File: src/rtl/repeater_pkg.sv
// constants shared by the repeater core: timing in bit times, apb map, field layout.
// assumes a 250 mhz pclk and a 10 mb/s line (100 ns per bit).
package repeater_pkg;
  localparam int N_PORTS = 5; // port 0 is the attachment-unit port, 1..4 twisted pair
  localparam int AUI_PORT = 0;
  // bit timing
  localparam int BIT_NS = 100; // one bit time at 10 mb/s
  localparam int CLK_NS = 4; // pclk period
  localparam int CYC_PER_BIT = (BIT_NS + CLK_NS - 1) / CLK_NS;
  localparam logic [4:0] BIT_LAST = 5'(CYC_PER_BIT - 1);
  // packet shaping, in bit times
  localparam logic [6:0] PREAMBLE_BITS = 7'h38; // 56
  localparam logic [6:0] MIN_FRAME_BITS = 7'h60; // 96
  localparam logic [6:0] LOCK_BITS = 7'h60; // 96
  localparam int JABBER_BITS_DEF = 65536;
  // partition and reconnection, in bit times or attempts
  localparam logic [11:0] COLL_RUN_BITS = 12'h800; // 2048
  localparam logic [5:0] ATTEMPT_LIMIT = 6'h20; // 32
  localparam logic [9:0] RECON_BITS = 10'h200; // 512
  // strap capture waits out the synchroniser after reset release
  localparam logic [1:0] STRAP_SETTLE = 2'h3;
  // apb register map (byte addresses)
  localparam logic [7:0] CTRL_OFS = 8'h00;
  localparam logic [7:0] STATUS_OFS = 8'h04;
  localparam logic [7:0] EVENT_OFS = 8'h08;
  // ctrl fields
  localparam int CTRL_EN_LSB = 0;
  localparam int CTRL_ALT_TP_BIT = 8;
  localparam int CTRL_ALT_AUI_BIT = 9;
  localparam logic [4:0] PORT_EN_RST = 5'h1f;
  // status fields
  localparam int ST_PART_LSB = 0;
  localparam int ST_LOCK_BIT = 8;
  localparam int ST_REVERSE_BIT = 9;
  localparam int ST_POLAUTO_BIT = 10;
  localparam int ST_EXPSEL_LSB = 11;
  localparam int ST_SINGLE_BIT = 13;
  localparam int ST_CHAIN_BIT = 14;
  localparam int ST_LINKTEST_BIT = 15;
  localparam int ST_LINKFAIL_LSB = 16;
  // event fields, write one to clear
  localparam int EV_LOCK_BIT = 0;
  typedef enum logic [1:0] {ST_IDLE, ST_REPEAT, ST_JAM, ST_LOCK} rep_state_t;
endpackage

File: src/rtl/ethernet_repeater_core.sv
// core of a five-port 10 mb/s repeater: repeat, regenerate, jam, jabber lockout, partitioning.
// assumes line receivers deliver recovered carrier and data as async levels, and an apb master on pclk.
//
// What this block does
// - repeat single valid receiver to other enabled ports
// - drive repeated data onto expansion data line
// - at least 56 preamble bits before delimiter
// - lock transmit 96 bits after 65536 continuous
// - keep readable lockup status indication
// - jam short fragments out to 96 bits
// - partitioned ports still transmit; receive cannot start a repeat but still counts toward contention
// - partition after collision over 2048 bits
// - partition after 32 consecutive colliding attempts
// - collision: sqe on aui, tx+rx on tp
// - standard: reconnect after clean 512-bit tx/rx
// - alternative: reconnect only after clean 512-bit tx
// - disable then enable clears partition
// - one algorithm for tp, separate for aui
// - partition state kept per port, independently
// - reset loads defaults, idles outputs, releases lines
// - sample straps and chained inputs at reset release
// - direction strap low normal, high reverse
// - reset defaults: serial out high, lines released
// - serial input high disables polarity correction
`timescale 1ns/1ps
`default_nettype none
module ethernet_repeater_core
  import repeater_pkg::*;
#(
  parameter int JABBER_BITS = JABBER_BITS_DEF // shorten for simulation
)(
  input wire logic pclk,
  input wire logic presetn,
  // apb slave
  input wire logic psel,
  input wire logic penable,
  input wire logic pwrite,
  input wire logic [7:0] paddr,
  input wire logic [31:0] pwdata,
  output logic [31:0] prdata,
  output logic pready,
  output logic pslverr,
  // port receive side, async levels
  input wire logic [4:0] rx_crs,
  input wire logic [4:0] rx_data,
  input wire logic sqe_in,
  // port transmit side
  output logic [4:0] tx_en,
  output logic [4:0] tx_data,
  // expansion lines, split into out/enable
  output logic expansion_data_line_o,
  output logic expansion_data_line_oe,
  output logic exp_jam_o,
  output logic exp_jam_oe,
  // straps and chained inputs, sampled after reset release
  input wire logic [1:0] expansion_select_strap,
  input wire logic serial_in,
  input wire logic sense_chain_in,
  input wire logic chain_serial_in,
  input wire logic aui_direction_strap,
  // mode outputs
  output logic serial_out,
  output logic ci_reverse,
  output logic polarity_auto_en,
  output logic transmit_lockup_protection
);

  // popcount of the five port flags, used for start and contention
  function automatic logic [2:0] count5(input logic [4:0] v);
    logic [2:0] n;
    n = 3'h0;
    for (int k = 0; k < N_PORTS; k++)
      n = n + {2'h0, v[k]};
    return n;
  endfunction

  // lowest set port index
  function automatic logic [2:0] first5(input logic [4:0] v);
    logic [2:0] n;
    n = 3'h0;
    for (int k = N_PORTS - 1; k >= 0; k--)
      if (v[k])
        n = 3'(k);
    return n;
  endfunction

  // valid register address
  function automatic logic addr_ok(input logic [7:0] a);
    return (a == CTRL_OFS) || (a == STATUS_OFS) || (a == EVENT_OFS);
  endfunction

  localparam int JAB_W = $clog2(JABBER_BITS + 2);
  localparam logic [JAB_W-1:0] JAB_LIMIT = JAB_W'(JABBER_BITS);
  localparam int SYNC_W = 17;

  logic [SYNC_W-1:0] meta_reg; // first stage, read by second stage only
  logic [SYNC_W-1:0] sync_reg; // safe copies
  logic [4:0] rx_crs_s, rx_data_s; // synchronised port inputs
  logic sqe_s;
  logic [4:0] bit_cnt_reg; // divider position
  logic bit_tick; // one pulse per bit time
  logic [1:0] settle_reg; // strap capture delay
  logic [5:0] strap_reg; // captured straps
  logic [4:0] port_en_reg; // software port enables
  logic alt_tp_reg, alt_aui_reg; // reconnection selections
  logic lockup_seen_reg; // sticky lockup event
  logic [4:0] part_reg; // partitioned ports
  rep_state_t state_reg; // repeater state
  logic [2:0] src_reg; // receiving port
  logic coll_reg; // jam is a collision jam
  logic [6:0] out_cnt_reg; // bits sent this packet, saturates
  logic [6:0] lock_cnt_reg; // lockout length
  logic [JAB_W-1:0] jab_cnt_reg; // continuous transmit length
  logic [4:0] act; // ports eligible to start a repeat
  logic [2:0] n_act; // how many carriers compete
  logic start_ok; // a single clean start
  logic contention; // more than one carrier
  logic jab_over; // transmitted too long
  logic acc_wr; // apb write at access edge

  // two-flop synchroniser for every port, strap and chained pin input; apb pins are not synchronised
  always_ff @(posedge pclk or negedge presetn)
  begin
    if (!presetn)
    begin
      meta_reg <= '0;
      sync_reg <= '0;
    end
    else
    begin
      meta_reg <= {aui_direction_strap, chain_serial_in, sense_chain_in, serial_in,
                   expansion_select_strap, sqe_in, rx_crs, rx_data};
      sync_reg <= meta_reg;
    end
  end
  assign rx_data_s = sync_reg[4:0];
  assign rx_crs_s = sync_reg[9:5];
  assign sqe_s = sync_reg[10];

  // bit-time divider; a plain count of pclk keeps every timer on one clock
  always_ff @(posedge pclk or negedge presetn)
  begin
    if (!presetn)
      bit_cnt_reg <= '0;
    else if (bit_cnt_reg == BIT_LAST)
      bit_cnt_reg <= '0;
    else
      bit_cnt_reg <= bit_cnt_reg + 5'h1;
  end
  assign bit_tick = (bit_cnt_reg == BIT_LAST);

  // strap capture a few cycles after release, once the synchroniser holds real pin levels
  always_ff @(posedge pclk or negedge presetn)
  begin
    if (!presetn)
    begin
      settle_reg <= '0;
      strap_reg <= '0;
    end
    else if (settle_reg != STRAP_SETTLE)
    begin
      settle_reg <= settle_reg + 2'h1;
      if (settle_reg + 2'h1 == STRAP_SETTLE)
        strap_reg <= sync_reg[16:11];
    end
  end

  // mode outputs: reverse and polarity from captured straps, serial out fixed high; reset shows normal mode, correction off
  assign ci_reverse = strap_reg[5];
  assign polarity_auto_en = (settle_reg == STRAP_SETTLE) && !strap_reg[2];
  assign serial_out = 1'b1;
  assign transmit_lockup_protection = (state_reg == ST_LOCK);

  // start and contention detection; partitioned receivers never start a repeat
  assign act = rx_crs_s & port_en_reg & ~part_reg;
  assign n_act = count5(act);
  assign start_ok = (n_act == 3'h1);
  assign contention = (count5(rx_crs_s & port_en_reg) > 3'h1);
  assign jab_over = (jab_cnt_reg > JAB_LIMIT);

  // repeater state machine, advanced once per bit time
  always_ff @(posedge pclk or negedge presetn)
  begin
    if (!presetn)
    begin
      state_reg <= ST_IDLE;
      src_reg <= '0;
      coll_reg <= 1'b0;
      out_cnt_reg <= '0;
      lock_cnt_reg <= '0;
    end
    else if (bit_tick)
    begin
      if (out_cnt_reg != 7'h7f)
        out_cnt_reg <= out_cnt_reg + 7'h1;
      unique case (state_reg)
        ST_IDLE:
        begin
          out_cnt_reg <= '0;
          coll_reg <= 1'b0;
          if (start_ok)
          begin
            state_reg <= ST_REPEAT;
            src_reg <= first5(act);
          end
        end
        ST_REPEAT:
        begin
          if (jab_over)
            state_reg <= ST_LOCK;
          else if (contention)
          begin
            state_reg <= ST_JAM;
            coll_reg <= 1'b1;
          end
          else if (!rx_crs_s[src_reg])
            // the bit sent on this tick already counts toward the minimum length
            state_reg <= (out_cnt_reg < MIN_FRAME_BITS - 7'h1) ? ST_JAM : ST_IDLE;
        end
        ST_JAM:
        begin
          // collision jam runs while any carrier stays; both kinds reach 96 bits
          if (jab_over)
            state_reg <= ST_LOCK;
          else if (out_cnt_reg >= MIN_FRAME_BITS - 7'h1 && !(coll_reg && |(rx_crs_s & port_en_reg)))
            state_reg <= ST_IDLE;
        end
        ST_LOCK:
        begin
          if (lock_cnt_reg == LOCK_BITS - 7'h1)
            state_reg <= ST_IDLE;
        end
      endcase
      lock_cnt_reg <= (state_reg == ST_LOCK) ? lock_cnt_reg + 7'h1 : '0;
    end
  end

  // continuous transmit length for the jabber guard
  always_ff @(posedge pclk or negedge presetn)
  begin
    if (!presetn)
      jab_cnt_reg <= '0;
    else if (bit_tick)
    begin
      if (state_reg == ST_REPEAT || state_reg == ST_JAM)
      begin
        if (!jab_over)
          jab_cnt_reg <= jab_cnt_reg + JAB_W'(1);
      end
      else
        jab_cnt_reg <= '0;
    end
  end

  // transmit and expansion outputs; preamble bits are regenerated, not copied
  always_ff @(posedge pclk or negedge presetn)
  begin
    if (!presetn)
    begin
      tx_en <= '0;
      tx_data <= '0;
      expansion_data_line_o <= 1'b0;
      expansion_data_line_oe <= 1'b0;
      exp_jam_o <= 1'b0;
      exp_jam_oe <= 1'b0;
    end
    else if (bit_tick)
    begin
      // a tripped jabber guard goes quiet on the tick lockout begins, not one bit later
      unique case (jab_over ? ST_LOCK : state_reg)
        ST_REPEAT:
        begin
          // partitioned ports still get traffic; only the source and disabled ports are skipped
          tx_en <= port_en_reg & ~(5'h1 << src_reg);
          if (out_cnt_reg < PREAMBLE_BITS)
            tx_data <= {5{~out_cnt_reg[0]}};
          else
            tx_data <= {5{rx_data_s[src_reg]}};
          expansion_data_line_oe <= 1'b1;
          expansion_data_line_o <= (out_cnt_reg < PREAMBLE_BITS) ? ~out_cnt_reg[0] : rx_data_s[src_reg];
          exp_jam_oe <= 1'b0;
          exp_jam_o <= 1'b0;
        end
        ST_JAM:
        begin
          // a collision jam also goes back to the source
          tx_en <= coll_reg ? port_en_reg : port_en_reg & ~(5'h1 << src_reg);
          tx_data <= {5{~out_cnt_reg[0]}};
          expansion_data_line_oe <= 1'b1;
          expansion_data_line_o <= ~out_cnt_reg[0];
          exp_jam_oe <= 1'b1;
          exp_jam_o <= coll_reg;
        end
        default:
        begin
          // idle and lockout both leave every line quiet
          tx_en <= '0;
          tx_data <= '0;
          expansion_data_line_oe <= 1'b0;
          expansion_data_line_o <= 1'b0;
          exp_jam_oe <= 1'b0;
          exp_jam_o <= 1'b0;
        end
      endcase
    end
  end

  // per-port partition and reconnection, one independent copy per port
  genvar gi;
  generate
    for (gi = 0; gi < N_PORTS; gi++)
    begin : g_port
      logic coll_now; // collision at this port
      logic alt_sel; // alternative reconnection for this port
      logic activity; // activity counted toward reconnection
      logic [11:0] crun_reg; // uninterrupted collision length
      logic [5:0] att_reg; // consecutive colliding attempts
      logic att_coll_reg; // current attempt saw a collision
      logic tx_prev_reg; // transmit level last bit
      logic act_prev_reg; // activity level last bit
      logic [9:0] rec_reg; // clean activity length
      logic rec_bad_reg; // activity saw a collision
      assign coll_now = (gi == AUI_PORT) ? sqe_s : (tx_en[gi] && rx_crs_s[gi]);
      assign alt_sel = (gi == AUI_PORT) ? alt_aui_reg : alt_tp_reg;
      assign activity = tx_en[gi] || (!alt_sel && rx_crs_s[gi]);

      always_ff @(posedge pclk or negedge presetn)
      begin
        if (!presetn)
        begin
          part_reg[gi] <= 1'b0;
          crun_reg <= '0;
          att_reg <= '0;
          att_coll_reg <= 1'b0;
          tx_prev_reg <= 1'b0;
          act_prev_reg <= 1'b0;
          rec_reg <= '0;
          rec_bad_reg <= 1'b0;
        end
        else if (!port_en_reg[gi])
        begin
          // a disabled port forgets its partition and its history
          part_reg[gi] <= 1'b0;
          crun_reg <= '0;
          att_reg <= '0;
          att_coll_reg <= 1'b0;
          rec_reg <= '0;
          rec_bad_reg <= 1'b0;
        end
        else if (bit_tick)
        begin
          tx_prev_reg <= tx_en[gi];
          act_prev_reg <= activity;
          crun_reg <= coll_now ? ((crun_reg == 12'hfff) ? crun_reg : crun_reg + 12'h1) : '0;
          att_coll_reg <= tx_en[gi] ? (att_coll_reg | coll_now) : 1'b0;
          if (tx_prev_reg && !tx_en[gi])
            att_reg <= att_coll_reg ? att_reg + 6'h1 : '0;
          rec_reg <= activity ? ((rec_reg == 10'h3ff) ? rec_reg : rec_reg + 10'h1) : '0;
          rec_bad_reg <= activity ? (rec_bad_reg | coll_now) : 1'b0;
          if (crun_reg > COLL_RUN_BITS || att_reg == ATTEMPT_LIMIT)
          begin
            part_reg[gi] <= 1'b1;
            att_reg <= '0;
          end
          else if (act_prev_reg && !activity && !rec_bad_reg && rec_reg > RECON_BITS)
            part_reg[gi] <= 1'b0;
        end
      end

      property p_part_run;
        @(posedge pclk) disable iff (!presetn)
        bit_tick && port_en_reg[gi] && crun_reg > COLL_RUN_BITS |=> part_reg[gi];
      endproperty
      a_part_run: assert property (p_part_run) else $error("long collision did not partition the port");
      property p_attempts;
        @(posedge pclk) disable iff (!presetn)
        bit_tick && port_en_reg[gi] && att_reg == ATTEMPT_LIMIT |=> part_reg[gi];
      endproperty
      a_attempts: assert property (p_attempts) else $error("colliding attempts did not partition the port");
      property p_reenable;
        @(posedge pclk) disable iff (!presetn)
        !port_en_reg[gi] |=> !part_reg[gi];
      endproperty
      a_reenable: assert property (p_reenable) else $error("disabled port kept its partition");
    end
  endgenerate

  // apb slave: zero wait states, read data staged in the setup cycle
  assign acc_wr = psel && penable && pwrite && addr_ok(paddr);
  assign pready = 1'b1;
  assign pslverr = psel && penable && !addr_ok(paddr);

  // control register and write-one-to-clear event; a new lockup beats a clear
  always_ff @(posedge pclk or negedge presetn)
  begin
    if (!presetn)
    begin
      port_en_reg <= PORT_EN_RST;
      alt_tp_reg <= 1'b0;
      alt_aui_reg <= 1'b0;
      lockup_seen_reg <= 1'b0;
    end
    else
    begin
      if (acc_wr && paddr == CTRL_OFS)
      begin
        port_en_reg <= pwdata[CTRL_EN_LSB +: N_PORTS];
        alt_tp_reg <= pwdata[CTRL_ALT_TP_BIT];
        alt_aui_reg <= pwdata[CTRL_ALT_AUI_BIT];
      end
      if (state_reg == ST_LOCK)
        lockup_seen_reg <= 1'b1;
      else if (acc_wr && paddr == EVENT_OFS && pwdata[EV_LOCK_BIT])
        lockup_seen_reg <= 1'b0;
    end
  end

  // read data register; unmapped addresses read zero
  always_ff @(posedge pclk or negedge presetn)
  begin
    if (!presetn)
      prdata <= '0;
    else if (psel && !penable)
    begin
      prdata <= '0;
      if (paddr == CTRL_OFS)
      begin
        prdata[CTRL_EN_LSB +: N_PORTS] <= port_en_reg;
        prdata[CTRL_ALT_TP_BIT] <= alt_tp_reg;
        prdata[CTRL_ALT_AUI_BIT] <= alt_aui_reg;
      end
      else if (paddr == STATUS_OFS)
      begin
        prdata[ST_PART_LSB +: N_PORTS] <= part_reg;
        prdata[ST_LOCK_BIT] <= (state_reg == ST_LOCK);
        prdata[ST_REVERSE_BIT] <= strap_reg[5];
        prdata[ST_POLAUTO_BIT] <= polarity_auto_en;
        prdata[ST_EXPSEL_LSB +: 2] <= strap_reg[1:0];
        prdata[ST_SINGLE_BIT] <= strap_reg[3];
        prdata[ST_CHAIN_BIT] <= strap_reg[4];
        prdata[ST_LINKTEST_BIT] <= 1'b1; // link test enabled
        prdata[ST_LINKFAIL_LSB +: 4] <= 4'hf; // link logic lives outside this core
      end
      else if (paddr == EVENT_OFS)
        prdata[EV_LOCK_BIT] <= lockup_seen_reg;
    end
  end

  // checks next to the repeater logic
  property p_start;
    @(posedge pclk) disable iff (!presetn)
    bit_tick && state_reg == ST_IDLE && start_ok |=> state_reg == ST_REPEAT && src_reg == $past(first5(act));
  endproperty
  a_start: assert property (p_start) else $error("single carrier did not start a repeat");
  property p_no_echo;
    @(posedge pclk) disable iff (!presetn)
    (state_reg == ST_REPEAT)[*2] |-> !tx_en[src_reg];
  endproperty
  a_no_echo: assert property (p_no_echo) else $error("source port echoed its own data");
  property p_exp_drive;
    @(posedge pclk) disable iff (!presetn)
    bit_tick && !jab_over && state_reg == ST_REPEAT |=>
      expansion_data_line_oe && expansion_data_line_o == tx_data[0];
  endproperty
  a_exp_drive: assert property (p_exp_drive) else $error("expansion line not driven with data");
  property p_preamble;
    @(posedge pclk) disable iff (!presetn)
    bit_tick && state_reg == ST_REPEAT && out_cnt_reg < PREAMBLE_BITS |=> expansion_data_line_o == !$past(out_cnt_reg[0]);
  endproperty
  a_preamble: assert property (p_preamble) else $error("preamble bit not regenerated");
  property p_jabber;
    @(posedge pclk) disable iff (!presetn)
    bit_tick && jab_over && (state_reg == ST_REPEAT || state_reg == ST_JAM) |=> state_reg == ST_LOCK;
  endproperty
  a_jabber: assert property (p_jabber) else $error("long transmission not locked out");
  property p_lock_quiet;
    @(posedge pclk) disable iff (!presetn)
    (state_reg == ST_LOCK)[*2] |-> tx_en == 5'h0 && transmit_lockup_protection;
  endproperty
  a_lock_quiet: assert property (p_lock_quiet) else $error("transmitter active during lockout");
  property p_lock_status;
    @(posedge pclk) disable iff (!presetn)
    state_reg == ST_LOCK |=> lockup_seen_reg;
  endproperty
  a_lock_status: assert property (p_lock_status) else $error("lockup event not recorded");
  property p_lock_len;
    @(posedge pclk) disable iff (!presetn)
    bit_tick && state_reg == ST_LOCK && lock_cnt_reg < LOCK_BITS - 7'h1 |=> state_reg == ST_LOCK;
  endproperty
  a_lock_len: assert property (p_lock_len) else $error("lockout ended early");
  property p_fragment;
    @(posedge pclk) disable iff (!presetn)
    bit_tick && state_reg == ST_REPEAT && !jab_over && !contention && !rx_crs_s[src_reg]
      && out_cnt_reg < MIN_FRAME_BITS - 7'h1 |=> state_reg == ST_JAM;
  endproperty
  a_fragment: assert property (p_fragment) else $error("short fragment not extended");

  c_repeat: cover property (@(posedge pclk) disable iff (!presetn) state_reg == ST_REPEAT ##1 state_reg == ST_IDLE);
  c_frag: cover property (@(posedge pclk) disable iff (!presetn) state_reg == ST_JAM && !coll_reg);
  c_lock: cover property (@(posedge pclk) disable iff (!presetn) state_reg == ST_LOCK);
  c_part: cover property (@(posedge pclk) disable iff (!presetn) part_reg != 5'h0);

endmodule
`default_nettype wire

File: config.mk
export PLATFORM = sky130hd
export DESIGN_NAME = ethernet_repeater_core
export DESIGN_NICKNAME = d
export VERILOG_FILES = /design/src/rtl/repeater_pkg.sv /design/src/rtl/ethernet_repeater_core.sv
export SDC_FILE = /design/constraint.sdc
export NUM_CORES = 1
export LEC_CHECK = 0
export ABC_AREA = 1
export BUFFER_PORTS_ARGS = -buffer_cell sky130_fd_sc_hd__buf_2
export CELL_PAD_IN_SITES_DETAIL_PLACEMENT = 1
export CELL_PAD_IN_SITES_GLOBAL_PLACEMENT = 1
export CORE_MARGIN = 2
export CORE_UTILIZATION = 42
export CTS_BUF_LIST = sky130_fd_sc_hd__clkbuf_2
export CTS_CLUSTER_DIAMETER = 150
export DETAILED_ROUTE_END_ITERATION = 10
export PLACE_DENSITY_LB_ADDON = 0.1
export SETUP_SLACK_MARGIN = 0.15
export SYNTH_ARGS = -nofsm -noshare
export SYNTH_HDL_FRONTEND = slang
export SYNTH_SLANG_ARGS = --single-unit
File: constraint.sdc
create_clock -name pclk -period 3.46 [get_ports pclk]
set_clock_uncertainty 0.2 [all_clocks]
set_input_delay 0.692 -clock pclk [delete_from_list [all_inputs] [get_ports pclk]]
set_output_delay 0.692 -clock pclk [all_outputs]
set_load 0.01 [all_outputs]
=== Word level (Yosys, flattened, before mapping) ===
Index checks and enable logic that the tools add are counted.

* Bits in registers: 288
* Logic and storage cells: 457
* Input bits: 62

* Order comparisons: 16
* Reduce and logical (&&, ||, !) cells: 112
* Shift operators: 1
* Bitwise logic cells: 16
* Equality and inequality tests: 61
* Mux-type cells: 161
* $add $sub $neg: 28

{| class="wikitable"
|+ Operators by type and width
! operator !! number
|-
| $mux W12 || 21
|-
| $mux W10 || 21
|-
| $mux W6 || 25
|-
| $mux W1 || 62
|-
| $add A12 B1 Y12 const B || 5
|-
| $eq A12 B12 Y1 const B || 5
|-
| $gt A12 B12 Y1 const B || 5
|-
| $reduce_and A2 Y1 || 28
|-
| $add A10 B1 Y10 const B || 5
|-
| $eq A10 B10 Y1 const B || 5
|-
| $gt A10 B10 Y1 const B || 5
|-
| $logic_and A1 B1 Y1 || 40
|-
| $mux W17 || 2
|-
| $ne A3 B3 Y1 const B || 11
|-
| $add A6 B1 Y6 const B || 5
|-
| $eq A6 B6 Y1 const B || 5
|-
| $ne A3 B1 Y1 const B || 10
|-
| $logic_not A1 Y1 || 21
|-
| $mux W7 || 3
|-
| $mux W2 || 10
|-
| $mux W5 || 4
|-
| $ne A2 B2 Y1 const B || 10
|-
| $pmux W5 S2 || 2
|-
| $add A17 B1 Y17 const B || 1
|-
| 41 further kinds || 84
|}

=== Depth between registers and ports, before layout ===
Gate-level depths: netlist of run 1.

* Depth after elaboration: 11
* Depth in mapped cells: 16

=== Worst setup path before layout of run 1 ===
Ideal clock, no wire load.

* Path kind: reg2reg
* From: register port_en_reg[1]
* To: register state_reg[0]
* Buffers on the path: 1
* Path slack: 0.099 ns
* Setup time: 0.117 ns
* Cell stages (with the launch flop): 14
* Required time: 3.143 ns
* Arrival: 3.045 ns
* Cells stage by stage: dfstp_2 -> buf_2 -> nand2_1 -> nor2_1 -> fa_1 -> fa_1 -> ha_1 -> or3b_2 -> nand2_1 -> nand2_1 -> nor2_1 -> nand2_1 -> nand2_1 -> nand2_1

* Cells in the longest elaborated chain, start to end: 9
* Elaborated cells between the ends (all ways): 23

{| class="wikitable"
|+ Ends and longest elaborated chain
! item !! RTL line !! source
|-
| start, declared || ethernet_repeater_core.sv:104 || <nowiki>logic [4:0] port_en_reg;</nowiki>
|-
| start signal, assigned || ethernet_repeater_core.sv:407 || <nowiki>port_en_reg <= pwdata[CTRL_EN_LSB +: N_PORTS];</nowiki>
|-
| $and A5 B5 Y5 * || ethernet_repeater_core.sv:175, ethernet_repeater_core.sv:178, ethernet_repeater_core.sv:225 ||
|-
| $add A1 B1 Y2 or $and A5 B5 Y5 (tied branches) || ethernet_repeater_core.sv:73, ethernet_repeater_core.sv:175 ||
|-
| $add A2 B1 Y3 or $add A1 B1 Y2 (tied branches) || ethernet_repeater_core.sv:73 || <nowiki>n = n + {2'h0, v[k]};</nowiki>
|-
| $add A3 B1 Y3 or $add A2 B1 Y3 (tied branches) || ethernet_repeater_core.sv:73 ||
|-
| $add A3 B1 Y3 || ethernet_repeater_core.sv:73 ||
|-
| $gt A3 B1 Y1 or $add A3 B1 Y3 (tied branches) || ethernet_repeater_core.sv:178, ethernet_repeater_core.sv:73 ||
|-
| $mux W2 or $eq A3 B1 Y1 (tied branches) || ethernet_repeater_core.sv:211, ethernet_repeater_core.sv:177 ||
|-
| $mux W2 or $ne A2 B2 Y1 (tied branches) || n/a ||
|-
| $pmux W2 S4 or $reduce_and A5 Y1 (tied branches) || n/a ||
|-
| end signal, assigned || ethernet_repeater_core.sv:218 || <nowiki>state_reg <= (out_cnt_reg < MIN_FRAME_BITS - 7'h1) ? ST_JAM : ST_IDLE;</nowiki>
|-
| end, declared || ethernet_repeater_core.sv:108 || <nowiki>rep_state_t state_reg;</nowiki>
|}

Mark *: on every way between the ends. The rest lies on a longest branch, timed or not.
A chain may end at the register's enable or synchronous reset.

=== Worst setup path after layout of run 1 ===
* From: register port_en_reg[0]
* To: register state_reg[0]

The elaborated chain is that of the path after synthesis.

==> results.md, run 1 <==
- Largest net degree at the start of global routing: between 60 and 70
- Pwr Density: 354 nW/µm²
- Per-cell routed wire length: 16.2 µm
- Internal: 4.40 mW
- Combinational fraction of design power: 0.062
- Post-synthesis cell area: 15700 µm²
- TritonCTS clock tree: yes
- CTS sink count: 279
- Die width: approximately 200 µm
- Share of post-route cells with drive strength above 1: 0.144
- FF+latch count, synth: between 200 and 300
- Largest area contributor in the netlist: dfrtp_1
- Worst-path fanout max: 3
- # fillers: 4686
- Detailed Routing Iterations Pass 1: 4
- Buffers on Ports: 71
- Kind of critical path: reg -> reg
- Async set or reset register ratio after synthesis: 1.00
- Net Sw Frac: 0.288
- Core ar.: around 37000 µm²
- Htree depth: 3
- Global-route total usage across every layer: 0.233
- Initial antenna violation count: 2
- Syn. warnings: 0
- Min Tclk post-route: approximately 3200 ps
- Post-DP HPWL: 31000 µm
- Final nets: roughly 2300
- Starting DRT DRC Count: a little over 600
- Final setup viols: 0
- CTS max path bufs: 3
- Layout area overhead: 11.4%
- Primary FF master, synth: dfrtp_1
- Slew Limit Headroom: 0.425
- Pleak: between 8 and 9 nW
- Total design power: between 6 and 7 mW
- Max reg flops: 60
- Full die area: a little under 40000 µm²
- Sequential share of power: 0.537
- Hold Path Class: in -> async
- Overflow after GRT: 0
- Critical path launch point type: flop
- IO Pins: 114
- Clk root buf: clkbuf_2
- RSZ-0062 raised after global routing: no
- NetSw: 1.78 mW
- Post-synth top area share: 0.437
- Yosys cell types: 55
- Post-synthesis sequential area ratio: 0.446
- Clk_lat worst skew: 970 ps
- Synthesized netlist cell count: around 2000
- Peak VDD IR: 210 µV
- Vias in the first global route: 14800
- DR vias: roughly 14000
- TNS Setup: 0 ps
- # DRC: 0
- Fmax: between 300 and 400 MHz
- GP Congestion: 0.840
- Post-synth EDFFs: 0
- Initial core utilization: 0.427
- Num rows: 70
- Clk pwr share: 0.401
- CP Capture Type: flop
- Hold Fails Final Rpt: 0
- Die Span Y: about 200 µm
- Slew of the pin with the lowest slew margin: 862 ps
- WP data required: 4080 ps
- Number of buffers inserted during clock tree synthesis: 79
- Clk pin slew, worst setup/hold paths: roughly 100 ps
- Status: finished clean
- Final period util: 0.931
- Global-route wire length before repair: 73400 µm
- Pins Over Slew Limit: 0
- Most common cell in the netlist: nand2_1
- Vias per cell: 5.16
- Synth cell count leaders: nand2_1, dfrtp_1, inv_1
- Total Wirelength: 43600 µm
- Synth area leaders: dfrtp_1, nand2_1, inv_1, nor2_1, nand3_1
- Avg Inst Size Synth: about 7.8 µm²
- Post-DRT Antenna Nets: 0
- # Max-Cap Violations: 0
- Arr. time, crit path: ~3800 ps
## power by group through the flow
stage               clock network [mW]  registers (mW)  logic, mW
CTS                               2.60            3.32      0.387
global route                      2.77            3.33      0.437
finish                            2.48            3.32      0.380
floorplan                            0            3.38      0.187
detailed placement                   0            3.39      0.350
global placement                     0            3.38      0.341
## critical path, stage by stage (launching register included)
cell,delay [ps]
dfstp_2,550
nand2_2,90
nor2_4,130
fa_1,470
fa_1,440
ha_1,280
or3b_4,430
nand2_1,70
nand2_1,60
nor2_2,120
nand2_1,90
nand2_1,80
nand2_1,60
## per-layer routing
metal,routed length [µm],up-vias,global-route usage
met1,20000,6741,0.295
met5,0,-,0
met2,21100,207,0.397
li1,-,6884,-
met4,909,0,0.0746
met3,1600,69,0.0480
## cell families (layout without fill, tap and decap cells)
| kind of cell | after synthesis | in the layout | share of synthesized area |
|---|---|---|---|
| fa+ha+maj | 50 | 50 | 0.0413 |
| compound gates | 288 | 288 | 0.103 |
| buf+inv | 336 | 532 | 0.0947 |
| other cells | 2 | 20 | 0.000479 |
| simple gates | 1026 | 1026 | 0.298 |
| flops | 279 | 279 | 0.446 |
| xor+xnor | 31 | 31 | 0.0173 |
## placed cells by master, fill, tap and decap left out, drive strengths merged, types with 2 or more instances in the layout
master       netlist  layout
inv              270     272
clkinv             1      21
conb               2      17
dlygate4sd3        0      32
xor2              25      25
nor3              39      39
o21bai             5       5
nor2             245     245
or2                3       3
o21ai            173     173
nand4             76      76
o21a               5       5
nor3b             21      21
o32ai              4       4
a31oi              2       2
nand2            455     455
dfrtp            274     274
a22oi              2       2
a21oi             80      80
and3               2       2
nand3b             5       5
dfstp              5       5
nand3            170     170
o211ai             6       6
nor4               9       9
ha                47      47
diode              0       3
xnor2              6       6
o22ai              5       5
o221ai             2       2
fa                 3       3
buf               60      88
clkbuf             5     118
## repair_timing
action | in CTS | in global routing
endpoints found under the setup margin | 5 | 3
resized for setup | 5 | 5
gates cloned | 0 | 0
hold buffers | 32 | 0
buffers inserted | 2 | 0
pin swaps | 3 | 3
hold endpoints to repair | 269 | 0
## per-stage QoR
step	utilization	instance area, µm²	instances	setup slack [ps]	hold WS, ps
3_5_place_dp	0.446	16400	2516	3.32	137
4_1_cts	0.475	17400	2691	197	13.5
6_report	0.476	17500	2694	239	104
3_3_place_gp	0.446	16400	2516	94.4	134
5_1_grt	0.476	17500	2694	159	15.9
2_1_floorplan	-	15700	2027	151	131
## final cells by class
| cell class | instances | area (µm²) | share of cell area |
|---|---|---|---|
| Multi-Input combinational cell | 1412 | 7290 | 0.418 |
| Antenna cell | 3 | 7.51 | 0.000430 |
| Clock buffer | 118 | 591 | 0.0338 |
| Timing Repair Buffer | 120 | 851 | 0.0487 |
| Sequential cell | 279 | 6990 | 0.400 |
| Clock inverter | 23 | 115 | 0.00659 |
| Inverter | 271 | 1030 | 0.0588 |
| Tap cell | 468 | 586 | 0.0335 |
## worst paths after layout
| path | start | to | slack, ps | cells after the start |
|---|---|---|---|---|
| setup reg to reg | port_en_reg[0]$_DFFE_PN1P_ | state_reg[0]$_DFFE_PN0P_ | 240 | 12 |
| min in group pclk | meta_reg[6]$_DFF_PN0_ | sync_reg[6]$_DFF_PN0_ | 140 | 0 |
| setup / recovery | port_en_reg[0]$_DFFE_PN1P_ | state_reg[0]$_DFFE_PN0P_ | 240 | 12 |
| hold / removal | presetn | g_port[0].rec_reg[9]$_DFFE_PN0P_ | 100 | 2 |
| max in group asynchronous | presetn | g_port[4].att_reg[4]$_DFFE_PN0P_ | 1970 | 3 |
| hold reg to reg | meta_reg[6]$_DFF_PN0_ | sync_reg[6]$_DFF_PN0_ | 140 | 0 |
Power figures use the tool's default switching activity.
==> run 2: changes to the inputs <==
--- a/config.mk
+++ b/config.mk
@@ -10,7 +10,7 @@
 export CELL_PAD_IN_SITES_DETAIL_PLACEMENT = 1
 export CELL_PAD_IN_SITES_GLOBAL_PLACEMENT = 1
 export CORE_MARGIN = 2
-export CORE_UTILIZATION = 42
+export CORE_UTILIZATION = 30
 export CTS_BUF_LIST = sky130_fd_sc_hd__clkbuf_2
 export CTS_CLUSTER_DIAMETER = 150
 export DETAILED_ROUTE_END_ITERATION = 10
==> run 2 against run 1 <==
Global-route usage is 5.9 points lower. Die area rose by 39%. Power up 2.8%. Critical path depth unchanged. Via count fell by 0.15%. Clock power is 6% higher. Final cell count rose by 9.1%. Core utilization down 13 points. Final area up 3.2%. Largest cell class unchanged. Register-to-register slack improved by 70 ps. Worst setup slack gained 72 ps.
==> results.md, run 2 (synthesis results as in run 1) <==
- Status: finished clean
- TritonCTS clock tree: yes
- Clk root buf: clkbuf_2
- GP Congestion: 0.787 (-6.3%)
- CTS sink count: 279 (unchanged)
- Num rows: 83 (+19%)
- # DRC: 0 (unchanged)
- Clk_lat worst skew: 1090 ps (+120 ps)
- Number of buffers inserted during clock tree synthesis: 86 (+8.9%)
- # fillers: 6465 (+38%)
- Max reg flops: 60 (unchanged)
- Post-DRT Antenna Nets: 0 (unchanged)
- Worst-path fanout max: 3 (unchanged)
- Met2 Routed Length: 21000 µm (-0.55%)
- IO Pins: 114 (unchanged)
- Final period util: 0.910 (-0.0207)
- Htree depth: 3 (unchanged)
- CTS max path bufs: 3 (unchanged)
- Vias per cell: 4.72 (-8.5%)
- Critical path launch point type: flop
- TNS Setup: 0 ps (unchanged)
- CP Capture Type: flop
- Per-cell routed wire length: 15.5 µm (-4.1%)
- RSZ-0062 raised after global routing: no
- Arr. time, crit path: 3910 ps (+70 ps)
- Met3 wire len: 1480 µm (-7.6%)
- Uppermost layer routed: met4
- Wire length on met1: 21900 µm (+9.6%)
- DR vias: 13900 (-0.15%)
- Slew of the pin with the lowest slew margin: 735 ps (-127 ps)
- Final setup viols: 0 (unchanged)
- Slew Limit Headroom: 0.509 (+0.0835)
- Detailed Routing Iterations Pass 1: 4 (unchanged)
- Full die area: 54100 µm² (+39%)
- Pleak: 8.34 nW (+1.7%)
- Die width: 233 µm (+18%)
- Hold Path Class: reg -> reg
- Starting DRT DRC Count: 491 (-19%)
- Worst hold slack: 154 ps (+49.5 ps)
- Vias in the first global route: 14500 (-2.1%)
- Final nets: 2307 (+1.4%)
- Hold Fails Final Rpt: 0 (unchanged)
- Buffers on Ports: 71 (unchanged)
- Global-route wire length before repair: 75500 µm (+2.8%)
- # Max-Cap Violations: 0 (unchanged)
- Clk pin slew, worst setup/hold paths: 90 ps (about the same)
- Core ar.: 51500 µm² (+40%)
- Initial core utilization: 0.304 (-0.123)
- Die Span Y: 233 µm (+18%)
- Pwr Density: 353 nW/µm² (-0.34%)
- WP data required: 4220 ps (+140 ps)
- Pins Over Slew Limit: 0 (unchanged)
- Post-DP HPWL: 32100 µm (+3.7%)
- Min Tclk post-route: 3150 ps (-71.8 ps)
- Total Wirelength: 45600 µm (+4.6%)
- Most frequent cells in the layout: nand2_1, dfrtp_1, inv_1
- Layout area overhead: 14.9%
- Largest net degree at the start of global routing: 68 (-1.4%)
- Share of post-route cells with drive strength above 1: 0.148 (+0.00327)
- Peak VDD IR: 147 µV (-30%)
- Global-route total usage across every layer: 0.174 (-0.0587)
- Kind of critical path: reg -> reg
- Overflow after GRT: 0 (unchanged)
- Initial antenna violation count: 3 (+1)
- Fmax: 318 MHz (+2.3%)
- Commonest non-fill, non-tap cell in the layout: nand2_1
## run 2: stage by stage
stage                     area (µm²)  utilization  cells  setup slack, ps  power (mW)
final                          18000        0.350   2939              311        6.36
after global placement         16700        0.324   2733              151        3.74
after CTS                      18000        0.349   2933              190        6.55
after detailed placement       16700        0.324   2733             83.1        3.75
after floorplan                15700            -   2027              151        3.57
after global routing           18000        0.350   2939              178        6.75
## run 2: critical path, stage by stage (launching register included)
cell     delay (ps)
dfstp_2         530
nand2_1         100
nor2_4          160
fa_1            460
fa_1            440
ha_1            280
or3b_4          420
nand2_1          70
nand2_1          60
nor2_2          120
nand2_1          80
nand2_1          60
nand2_1          50
## run 2: final cells by class
class,instances,area (µm²),share of cell area
diodes,4,10.0,0.000556
multi-input cells,1412,7290,0.405
repair buffers,145,1110,0.0614
clock buffers,121,606,0.0336
inverters,271,1030,0.0570
flip-flops and latches,279,6990,0.388
clock inverters,27,139,0.00771
well taps,680,851,0.0472
## run 2: routing by layer
metal	track usage	vias to the layer above
met5	0	-
met4	0.0607	0
met3	0.0363	91
met2	0.280	167
met1	0.230	6682
li1	-	6940
## run 2: path summary, 6_finish.rpt
check                                        endpoint  cells past startpoint                        from  slack, ps
max                          state_reg[0]$_DFFE_PN0P_                     12  port_en_reg[1]$_DFFE_PN1P_        310
min                            sync_reg[15]$_DFF_PN0_                      0      meta_reg[15]$_DFF_PN0_        150
max reg2reg                  state_reg[0]$_DFFE_PN0P_                     12  port_en_reg[1]$_DFFE_PN1P_        310
min reg2reg                    sync_reg[15]$_DFF_PN0_                      0      meta_reg[15]$_DFF_PN0_        150
max in group asynchronous  out_cnt_reg[5]$_DFFE_PN0P_                      4                     presetn       2030
min in group asynchronous  port_en_reg[3]$_DFFE_PN1P_                      3                     presetn        580
## run 2: what timing repair did
item                       4_1_cts  5_1_grt
hold endpoints to repair       308        0
setup endpoints to repair        2        5
pin swaps                        0        3
hold buffers                    52        0
resized for setup                4        4
gates cloned                     0        0
buffers inserted                 0        2
## run 2: report_power, final
group | leakage (nW) | switching (mW) | total (mW) | internal, mW
clock | 0.572 | 1.62 | 2.63 | 1.02
combinational | 4.02 | 0.260 | 0.405 | 0.145
sequential | 3.75 | 0.0231 | 3.32 | 3.30
